===== src/logic/timer16_regs.svh =====
// Register offsets, field positions, reset values and counts of the timer.
`ifndef TIMER16_REGS_SVH
`define TIMER16_REGS_SVH

// ==========================================================================
// Register offsets on the 8-bit bus.
`define ADDR_COUNT_LO 8'h00
`define ADDR_COUNT_HI 8'h01
`define ADDR_CMPA_LO 8'h02
`define ADDR_CAPT_LO 8'h08
`define ADDR_CAPT_HI 8'h09
`define ADDR_MODE 8'h0A
`define ADDR_ACTION 8'h0B
`define ADDR_FORCE 8'h0C
`define ADDR_IRQ_EN 8'h0D
`define ADDR_FLAGS 8'h0E
`define ADDR_PORT_DATA 8'h0F
`define ADDR_PIN_DIR 8'h10

// ==========================================================================
// Field positions, limits and reset values.
`define ACTION_FIELD_WIDTH 2
`define COUNT_MAX 16'hFFFF
`define COUNT_BOTTOM 16'h0000
`define TOP_8BIT 16'h00FF
`define TOP_9BIT 16'h01FF
`define TOP_10BIT 16'h03FF
`define MODE_NORMAL 4'h0
`define MODE_CTC_CMPA 4'h4
`define MODE_CTC_CAPT 4'hC
`define MODE_RESERVED 4'hD
`define MODE_FAST_CMPA 4'hF
`define RESET_BYTE 8'h00
`define RESET_WORD 16'h0000

`endif


===== src/logic/timer16_pkg.sv =====
// Types shared by both ends of the timer compare link.
`default_nettype none
package timer16_pkg;
   typedef logic [3:0] wave_mode_t;
   typedef logic [1:0] action_t;
   typedef enum logic [2:0] {
      HOST_IDLE,
      HOST_WR_LOW,
      HOST_RD_LOW_WAIT,
      HOST_RD_LOW_TAKE,
      HOST_RD_HIGH_WAIT,
      HOST_RD_HIGH_TAKE
   } host_state_t;
endpackage
`default_nettype wire


===== src/logic/timer_bus_if.sv =====
// Byte-wide register bus and interrupt lines between CPU and timer.
`timescale 1ns/100ps
`default_nettype none
interface timer_bus_if #(parameter int CHANNELS = 3);
   logic busWrite;
   logic busRead;
   logic [7:0] busAddr;
   logic [7:0] busWdata;
   logic [7:0] busRdata;
   logic [CHANNELS-1:0] irqReq;
   logic [CHANNELS-1:0] irqAck;

   modport dev (input busWrite, busRead, busAddr, busWdata, irqAck,
                output busRdata, irqReq);
   modport cpu (output busWrite, busRead, busAddr, busWdata, irqAck,
                input busRdata, irqReq);
endinterface
`default_nettype wire


===== src/logic/timer16_compare_dev.sv =====
// Output compare section of a 16-bit timer with its compare output unit.
//
// Notes on behaviour
// - Compare full counter with active value continuously.
// - Match sets flag one timer tick later.
// - Enabled flag requests interrupt; service clears flag.
// - Writing one to flag bit clears it.
// - Channel A compare value may set top.
// - Double buffer in PWM modes, direct otherwise.
// - Buffer loads active value at top only.
// - CPU reaches buffer when buffered, else active.
// - Only CPU changes compare; read back directly.
// - High byte to holding, low loads whole word.
// - Force strobe acts like match outside PWM modes, no flag.
// - Counter write blocks matches next timer tick.
// - Software avoids writing top or bottom badly.
// - Output state kept across mode changes.
// - New output action applies at next match.
// - Reset clears every output state to zero.
// - Nonzero action overrides port data; direction kept.
// - Software sets direction after preparing output state.
// - Output action never affects capture register.
// - Action zero leaves output state unchanged.
// - Match and bottom shape PWM output edges.
// - Clear-on-match action one toggles channel A.
// - Clear-on-match clears counter at its top.
`timescale 1ns/100ps
`default_nettype none
`include "timer16_regs.svh"
module timer16_compare_dev #(
   parameter int CHANNELS = 3
) (
   input wire logic sys_clk,
   input wire logic rst_n,
   timer_bus_if.dev bus,
   input wire logic timerTick,
   output logic [CHANNELS-1:0] pinOut,
   output logic [CHANNELS-1:0] pinOe
);

   // =======================================================================
   // Mode decoding helpers.

   // Tells the twelve PWM modes from the normal and clear-on-match ones.
   function automatic logic isPwm(input timer16_pkg::wave_mode_t m);
      return !(m == `MODE_NORMAL || m == `MODE_CTC_CMPA ||
               m == `MODE_CTC_CAPT || m == `MODE_RESERVED);
   endfunction

   // Gives the counter top for a mode.
   function automatic logic [15:0] topOf(input timer16_pkg::wave_mode_t m,
                                         input logic [15:0] cmpA,
                                         input logic [15:0] capt);
      unique case (m)
         4'h1, 4'h5: return `TOP_8BIT;
         4'h2, 4'h6: return `TOP_9BIT;
         4'h3, 4'h7: return `TOP_10BIT;
         4'h4, 4'h9, 4'hB, 4'hF: return cmpA;
         4'h8, 4'hA, 4'hC, 4'hE: return capt;
         default: return `COUNT_MAX;
      endcase
   endfunction

   // Next output state for one channel from match, bottom and action.
   function automatic logic nextOut(input logic cur,
                                    input timer16_pkg::action_t act,
                                    input logic pwm,
                                    input logic hit,
                                    input logic bottom,
                                    input logic toggleOk);
      logic r;
      r = cur;
      if (hit && !pwm) begin
         unique case (act)
            2'd1: r = ~cur;
            2'd2: r = 1'b0;
            2'd3: r = 1'b1;
            default: r = cur;
         endcase
      end else if (hit) begin
         unique case (act)
            2'd1: r = toggleOk ? ~cur : cur;
            2'd2: r = 1'b0;
            2'd3: r = 1'b1;
            default: r = cur;
         endcase
      end else if (pwm && bottom) begin
         if (act == 2'd2) begin
            r = 1'b1;
         end else if (act == 2'd3) begin
            r = 1'b0;
         end
      end
      return r;
   endfunction

   // =======================================================================
   // Registers.
   logic [15:0] counterQ;
   logic [7:0] tempQ;
   logic [15:0] captQ;
   timer16_pkg::wave_mode_t modeQ;
   timer16_pkg::action_t actionQ [CHANNELS];
   logic [CHANNELS-1:0] irqEnQ;
   logic [CHANNELS-1:0] flagQ;
   logic [CHANNELS-1:0] portDataQ;
   logic [CHANNELS-1:0] pinDirQ;
   logic blockQ;
   logic [15:0] cmpBufQ [CHANNELS];
   logic [15:0] cmpActQ [CHANNELS];
   logic [CHANNELS-1:0] matchQ;
   logic [CHANNELS-1:0] outStateQ;
   logic [CHANNELS-1:0] irqQ;
   logic [7:0] rdataQ;
   logic [7:0] rdataD;
   logic [15:0] topValue;
   logic topHit;
   logic pwmMode;
   logic counterWr;
   logic [15:0] wrWord;

   assign pwmMode = isPwm(modeQ);
   assign topValue = topOf(modeQ, cmpActQ[0], captQ);
   assign topHit = (counterQ == topValue);
   assign wrWord = {tempQ, bus.busWdata};
   assign counterWr = bus.busWrite && bus.busAddr == `ADDR_COUNT_LO;

   // =======================================================================
   // Counter, holding register and loose control registers.

   // Counts on each timer tick; a CPU write always takes priority.
   always_ff @(posedge sys_clk) begin
      if (!rst_n) begin
         counterQ <= `RESET_WORD;
      end else if (counterWr) begin
         counterQ <= wrWord;
      end else if (timerTick) begin
         if (topHit && modeQ != `MODE_NORMAL) begin
            counterQ <= `COUNT_BOTTOM;
         end else begin
            counterQ <= counterQ + 16'h0001;
         end
      end
   end

   // One holding register serves every 16-bit register of the timer.
   always_ff @(posedge sys_clk) begin
      if (!rst_n) begin
         tempQ <= `RESET_BYTE;
      end else if (bus.busWrite && bus.busAddr[0] &&
                   bus.busAddr <= `ADDR_CAPT_HI) begin
         tempQ <= bus.busWdata;
      end else if (bus.busRead && bus.busAddr == `ADDR_COUNT_LO) begin
         tempQ <= counterQ[15:8];
      end else if (bus.busRead && bus.busAddr == `ADDR_CAPT_LO) begin
         tempQ <= captQ[15:8];
      end
   end

   // Capture word is written only in modes 8, 10, 12 and 14 (top source).
   always_ff @(posedge sys_clk) begin
      if (!rst_n) begin
         captQ <= `RESET_WORD;
      end else if (bus.busWrite && bus.busAddr == `ADDR_CAPT_LO &&
                   modeQ[3] && !modeQ[0]) begin
         captQ <= wrWord;
      end
   end

   // Mode, enables, port data and direction bits.
   always_ff @(posedge sys_clk) begin
      if (!rst_n) begin
         modeQ <= `MODE_NORMAL;
         irqEnQ <= '0;
         portDataQ <= '0;
         pinDirQ <= '0;
      end else if (bus.busWrite) begin
         if (bus.busAddr == `ADDR_MODE) begin
            modeQ <= bus.busWdata[3:0];
         end
         if (bus.busAddr == `ADDR_IRQ_EN) begin
            irqEnQ <= bus.busWdata[CHANNELS-1:0];
         end
         if (bus.busAddr == `ADDR_PORT_DATA) begin
            portDataQ <= bus.busWdata[CHANNELS-1:0];
         end
         if (bus.busAddr == `ADDR_PIN_DIR) begin
            pinDirQ <= bus.busWdata[CHANNELS-1:0];
         end
      end
   end

   // Blocks matches from a counter write until the next timer tick.
   always_ff @(posedge sys_clk) begin
      if (!rst_n) begin
         blockQ <= 1'b0;
      end else if (counterWr) begin
         blockQ <= 1'b1;
      end else if (timerTick) begin
         blockQ <= 1'b0;
      end
   end

   // =======================================================================
   // Per-channel compare, flag, output state and pin logic.
   genvar ch;
   generate
      for (ch = 0; ch < CHANNELS; ch++) begin : gChan
         localparam logic [7:0] LoAddr = 8'(`ADDR_CMPA_LO + 2 * ch);
         logic cmpWr;
         logic forceHit;
         logic hit;
         assign cmpWr = bus.busWrite && bus.busAddr == LoAddr;
         assign forceHit = bus.busWrite && bus.busAddr == `ADDR_FORCE &&
                           bus.busWdata[ch] && !pwmMode;
         assign hit = timerTick && matchQ[ch];

         // Output action is used live, never buffered with the compare.
         always_ff @(posedge sys_clk) begin
            if (!rst_n) begin
               actionQ[ch] <= 2'd0;
            end else if (bus.busWrite && bus.busAddr == `ADDR_ACTION) begin
               actionQ[ch] <= bus.busWdata[2*ch +: 2];
            end
         end

         // Buffer and active compare words, changed only by the CPU.
         always_ff @(posedge sys_clk) begin
            if (!rst_n) begin
               cmpBufQ[ch] <= `RESET_WORD;
               cmpActQ[ch] <= `RESET_WORD;
            end else if (cmpWr && !pwmMode) begin
               cmpBufQ[ch] <= wrWord;
               cmpActQ[ch] <= wrWord;
            end else begin
               if (cmpWr) begin
                  cmpBufQ[ch] <= wrWord;
               end
               if (pwmMode && timerTick && topHit) begin
                  cmpActQ[ch] <= cmpBufQ[ch];
               end
            end
         end

         // Equality is caught on a tick unless a counter write blocks it.
         always_ff @(posedge sys_clk) begin
            if (!rst_n) begin
               matchQ[ch] <= 1'b0;
            end else if (timerTick) begin
               matchQ[ch] <= counterQ == cmpActQ[ch] && !blockQ;
            end
         end

         // Flag sets a tick after the match; a set beats any clear.
         always_ff @(posedge sys_clk) begin
            if (!rst_n) begin
               flagQ[ch] <= 1'b0;
            end else if (hit) begin
               flagQ[ch] <= 1'b1;
            end else if (bus.irqAck[ch]) begin
               flagQ[ch] <= 1'b0;
            end else if (bus.busWrite && bus.busAddr == `ADDR_FLAGS &&
                         bus.busWdata[ch]) begin
               flagQ[ch] <= 1'b0;
            end
         end

         // Output state follows matches, force strobes and PWM top; mode changes keep it.
         always_ff @(posedge sys_clk) begin
            if (!rst_n) begin
               outStateQ[ch] <= 1'b0;
            end else if (hit || forceHit || (timerTick && topHit)) begin
               outStateQ[ch] <= nextOut(outStateQ[ch], actionQ[ch], pwmMode,
                  hit || forceHit, timerTick && topHit,
                  ch == 0 && (modeQ == `MODE_FAST_CMPA || !pwmMode));
            end
         end

         // Interrupt request and pin drive, both registered.
         always_ff @(posedge sys_clk) begin
            if (!rst_n) begin
               irqQ[ch] <= 1'b0;
               pinOut[ch] <= 1'b0;
               pinOe[ch] <= 1'b0;
            end else begin
               irqQ[ch] <= flagQ[ch] && irqEnQ[ch];
               pinOut[ch] <= (|actionQ[ch]) ? outStateQ[ch]
                                            : portDataQ[ch];
               pinOe[ch] <= pinDirQ[ch];
            end
         end
      end
   endgenerate

   // =======================================================================
   // Read path; compare bytes come back directly, not via holding.
   always_comb begin
      rdataD = 8'h00;
      unique case (bus.busAddr)
         `ADDR_COUNT_LO: rdataD = counterQ[7:0];
         `ADDR_COUNT_HI: rdataD = tempQ;
         `ADDR_CAPT_LO: rdataD = captQ[7:0];
         `ADDR_CAPT_HI: rdataD = tempQ;
         `ADDR_MODE: rdataD = {4'h0, modeQ};
         `ADDR_IRQ_EN: rdataD[CHANNELS-1:0] = irqEnQ;
         `ADDR_FLAGS: rdataD[CHANNELS-1:0] = flagQ;
         `ADDR_PORT_DATA: rdataD[CHANNELS-1:0] = portDataQ;
         `ADDR_PIN_DIR: rdataD[CHANNELS-1:0] = pinDirQ;
         default: rdataD = 8'h00;
      endcase
      for (int i = 0; i < CHANNELS; i++) begin
         if (bus.busAddr == 8'(`ADDR_CMPA_LO + 2 * i)) begin
            rdataD = pwmMode ? cmpBufQ[i][7:0] : cmpActQ[i][7:0];
         end
         if (bus.busAddr == 8'(`ADDR_CMPA_LO + 2 * i + 1)) begin
            rdataD = pwmMode ? cmpBufQ[i][15:8] : cmpActQ[i][15:8];
         end
         if (bus.busAddr == `ADDR_ACTION) begin
            rdataD[2*i +: 2] = actionQ[i];
         end
      end
   end

   // Read data is registered and holds until the next read.
   always_ff @(posedge sys_clk) begin
      if (!rst_n) begin
         rdataQ <= `RESET_BYTE;
      end else if (bus.busRead) begin
         rdataQ <= rdataD;
      end
   end

   assign bus.busRdata = rdataQ;
   assign bus.irqReq = irqQ;

endmodule // timer16_compare_dev
`default_nettype wire


===== src/flat_wrapper.sv =====
// flat-port wrapper written by rule: the top's interface ports become plain ports
module timer16_compare_dev_flat 
#(
   parameter int CHANNELS = 3
)
  (sys_clk, rst_n, timerTick, pinOut, pinOe, bus_busWrite, bus_busRead, bus_busAddr, bus_busWdata, bus_irqAck, bus_busRdata, bus_irqReq);
  timer_bus_if #(.CHANNELS(CHANNELS)) bus_i ();
  input wire logic sys_clk;
  input wire logic rst_n;
  input wire logic timerTick;
  output logic [CHANNELS-1:0] pinOut;
  output logic [CHANNELS-1:0] pinOe;
  input wire logic [$bits(bus_i.busWrite)-1:0] bus_busWrite;
  input wire logic [$bits(bus_i.busRead)-1:0] bus_busRead;
  input wire logic [$bits(bus_i.busAddr)-1:0] bus_busAddr;
  input wire logic [$bits(bus_i.busWdata)-1:0] bus_busWdata;
  input wire logic [$bits(bus_i.irqAck)-1:0] bus_irqAck;
  output wire logic [$bits(bus_i.busRdata)-1:0] bus_busRdata;
  output wire logic [$bits(bus_i.irqReq)-1:0] bus_irqReq;
  assign bus_i.busWrite = bus_busWrite;
  assign bus_i.busRead = bus_busRead;
  assign bus_i.busAddr = bus_busAddr;
  assign bus_i.busWdata = bus_busWdata;
  assign bus_i.irqAck = bus_irqAck;
  assign bus_busRdata = bus_i.busRdata;
  assign bus_irqReq = bus_i.irqReq;
  timer16_compare_dev #(.CHANNELS(CHANNELS)) u_core (.sys_clk(sys_clk), .rst_n(rst_n), .bus(bus_i), .timerTick(timerTick), .pinOut(pinOut), .pinOe(pinOe));
endmodule

===== config.mk =====
export PLATFORM = sky130hd
export DESIGN_NAME = timer16_compare_dev_flat
export DESIGN_NICKNAME = d
export VERILOG_FILES = /design/src/logic/timer16_pkg.sv /design/src/logic/timer_bus_if.sv /design/src/logic/timer16_compare_dev.sv /design/src/flat_wrapper.sv
export VERILOG_INCLUDE_DIRS = /design/src /design/src/logic
export SDC_FILE = /design/constraint.sdc
export NUM_CORES = 1
export LEC_CHECK = 0
export ABC_AREA = 0
export BUFFER_PORTS_ARGS = -buffer_cell sky130_fd_sc_hd__buf_2
export CORE_MARGIN = 1.5
export CORE_UTILIZATION = 40
export CTS_BUF_LIST = sky130_fd_sc_hd__clkbuf_2
export CTS_CLUSTER_DIAMETER = 150
export DETAILED_ROUTE_END_ITERATION = 7
export RECOVER_POWER = 25
export SETUP_SLACK_MARGIN = 0.1
export SYNTH_ARGS = -nofsm -noshare
export SYNTH_HDL_FRONTEND = slang
export SYNTH_SLANG_ARGS = --single-unit

===== constraint.sdc =====
create_clock -name sys_clk -period 7.7 [get_ports sys_clk]
set_clock_uncertainty 0.2 [all_clocks]
set_input_delay 1.54 -clock sys_clk [delete_from_list [all_inputs] [get_ports sys_clk]]
set_output_delay 1.54 -clock sys_clk [all_outputs]
set_load 0.02 [all_outputs]

==> metrics <==
status=finished with violations; failing checks=max-capacitance violations, max-slew violations; CP Class=in2reg; Post-CTS Setup Inserts=0; vias post-DR=between 8000 and 9000; R2R Path End=u_core.cmpActQ[0][11]$_DFFE_PP_; number of synthesized flops with an enable pin=102; 1st-iter DRT viols=between 1000 and 1500; cells along the critical path=buf_2 -> clkbuf_1 -> clkinv_1 -> clkbuf_1 -> or3_1 -> o311ai_1; Synth Area in Simple Gates=0.1982; final setup violation count=0; xor and xnor area share after synthesis=0.05236; cts-stage hold buffer count=0; Post-synth top cells=nor2_1, nand2_1, edfxtp_1; Final min period=about 5.8 ns; io pins=41; IO Port Bufs=40; combinational share of power=0.067; TNS Setup=0 ns; total die area=roughly 0.026 mm²; gpl congestion=approximately 0.88; Hold Crit Depth=2; Worst Path Arrival=6.28 ns; Critical Path RT=roughly 8 ns; RSZ-0062 raised after global routing=no; Syn-to-layout area delta=6.196%; Wirelength per Cell=between 20 and 25 µm; Synth Area in Compound Gates=0.1788; pin count of the biggest net entering global routing=62; Hold Crit Endpoint=u_core.matchQ[2]$_SDFFE_PN0P_; Yosys top cell by area=edfxtp_1; largest family of logic cells by synthesized area=simple AND/OR/NAND/NOR gates; CTS sink count=approximately 180; Net Count, Synth=between 1000 and 1500; clock transition at the registers of the reported paths=roughly 0.28 ns; Adder-Cell Fraction of Synth Area=0.001247; period utilization=0.7491; most common cell in the netlist=nor2_1; Worst path slowest cell=clkbuf_1; H-tree depth=4; pwr dens=around 160 mW/mm²; CTS buffer count=17; Initial Util=0.4103; GRT Util Overall=0.2686; Yosys warnings=0; Syn Inst Count=1102; CTS resizes=0; Main synth FF type=edfxtp_1; most frequent cell on the critical path=clkbuf_1; vias in the first global route=roughly 8300; fin nets=around 1100; Detail Placement HPWL=between 20000 and 25000 µm; count of cell types in the netlist=between 60 and 70; die height=between 150 and 200 µm; post-synthesis sequential area ratio=0.4648; Flop pwr share=0.630; Yosys top cell area share=0.3052; Synth area leaders=edfxtp_1, dfxtp_1, nor2_1; worst-path fanout max=61; P_int=about 1.2 mW; hold path start=u_core.matchQ[2]$_SDFFE_PN0P_; root buffer cell=clkbuf_2; layout cells sized above 1=0.08311; via/cell ratio=6.252; grt ovf=0; Switching Fraction=0.3030; fmax=between 0.15 and 0.2 GHz; peak supply drop=just under 90 µV; slowest cell delay on critical path=between 1.5 and 2 ns; switching pwr=0.5177 mW; initial antenna violation count=0; drc violations=0; global-route wire length before repair=52530 µm; post-synthesis cell area=0.01004 mm²; Post-DRT Antenna Nets=0; worst hold path type=reg2reg; #FFs+latches synth=~180; WHS=0.2752 ns; Worst R2R Setup Slack=around 3.6 ns; CTS tree=yes; MaxCap Viol Count=2; mux share of post-synthesis cell area=0.06159; WL final=between 30000 and 40000 µm; crit path launch type=input pin; clock network fraction of total power=0.304; clk_lat worst skew=~0.8 ns; core area=about 0.024 mm²; asr flop ratio synth=0; row cnt=57; syn avg cell area=~9.1 µm²; Pre-Repair DR Iteration Count=5; Leakage=about 3.6 nW; CTS Buffer Depth=2; element type at the critical path end=flop; Tightest Pin Transition=2.906 ns; diode count=0; reg2reg start=u_core.modeQ[2]$_SDFFE_PN0P_; Slew Viols, Final=roughly 110; Hold Violations, Final=0; Die W=between 150 and 200 µm; R2R cell count=11; slew margin rel.=-0.9373
==> cells by family after synthesis <==
group           after synthesis
buf+inv                     104
xor+xnor                     60
compound gates              262
mux                          60
flops                       182
fa+ha+maj                     1
simple gates                433
==> registers in the layout, summed over array words and instances (netlist names), 4 cells and up <==
signal               flops
u_core.cmpActQ          48
u_core.cmpBufQ          48
u_core.captQ            16
u_core.counterQ         16
u_core.bus.busRdata      8
u_core.tempQ             8
u_core.actionQ           6
u_core.modeQ             4
==> layout make-up <==
cell class / count / area (µm²)
fill: 2429 / 13800
multi-input combinational: 816 / 4964
sequential: 182 / 4664
tap: 324 / 405.4
timing repair buffer: 59 / 316.6
clock inverter: 15 / 155.1
clock buffer: 17 / 85.08
inverter: 18 / 67.56
==> power groups by stage <==
stage / clock network (mW) / registers [mW] / logic [mW]
2_1_floorplan: 0 / 1.09 / 0.0660
5_1_grt: 0.556 / 1.08 / 0.122
3_3_place_gp: 0 / 1.09 / 0.111
3_5_place_dp: 0 / 1.09 / 0.112
6_report: 0.519 / 1.08 / 0.114
4_1_cts: 0.522 / 1.07 / 0.112
==> stage by stage <==
stage	power [mW]	std cells	setup slack (ns)	util	instance area, µm²
final	1.709	1431	1.932	0.4357	10660
after global placement	1.204	1399	2.622	0.4269	10440
after global routing	1.757	1431	1.589	0.4357	10660
after detailed placement	1.206	1399	2.578	0.4269	10440
after floorplan	1.151	1102	3.246	-	10040
after CTS	1.709	1431	3.419	0.4368	10680
==> worst max path at each step <==
| stage | from | end | slack [ns] |
|---|---|---|---|
| after CTS | bus_busAddr[4] | u_core.cmpActQ[2][3]$_SDFFCE_PN0P_ | 3.42 |
| after floorplan | bus_busAddr[4] | u_core.cmpActQ[2][0]$_SDFFCE_PN0P_ | 3.25 |
| after detailed placement | bus_busAddr[4] | u_core.cmpActQ[2][4]$_SDFFCE_PN0P_ | 2.58 |
| after global routing | rst_n | u_core.counterQ[6]$_SDFFE_PN0P_ | 1.59 |
| final | rst_n | u_core.counterQ[6]$_SDFFE_PN0P_ | 1.93 |
| after global placement | bus_busAddr[4] | u_core.cmpActQ[2][2]$_SDFFCE_PN0P_ | 2.62 |
==> routing by layer <==
metal  routed length, µm  vias up  track usage
li1                    -     4007            -
met1               15300     4364       0.3919
met2               14980      495       0.3941
met3                3080       81      0.04777
met4                1071        0       0.1027
met5                   0        -            0
==> worst max-delay path, delay by kind of cell <==
| kind | cells | cell delay, ns |
|---|---|---|
| and+or+nand+nor | 1 | 0.99 |
| buffers and inverters | 4 | 3.33 |
| AOI/OAI and AO/OA | 1 | 0.38 |
==> layout by cell type (no fill, tap or decap), types with 17 or more instances in the layout <==
| master | count |
|---|---|
| nor2_1 | 154 |
| nand2_1 | 126 |
| edfxtp_1 | 102 |
| dfxtp_1 | 80 |
| a21oi_1 | 65 |
| mux2i_1 | 55 |
| xnor2_1 | 40 |
| nand3_1 | 37 |
| a22o_1 | 32 |
| o21ai_0 | 31 |
| o22ai_1 | 30 |
| buf_2 | 25 |
| nor3_1 | 20 |
| xor2_1 | 20 |
| o2bb2ai_1 | 17 |
| clkbuf_2 | 17 |
| clkbuf_1 | 17 |
| buf_4 | 17 |
No activity file was read; power rests on OpenSTA's default activity.
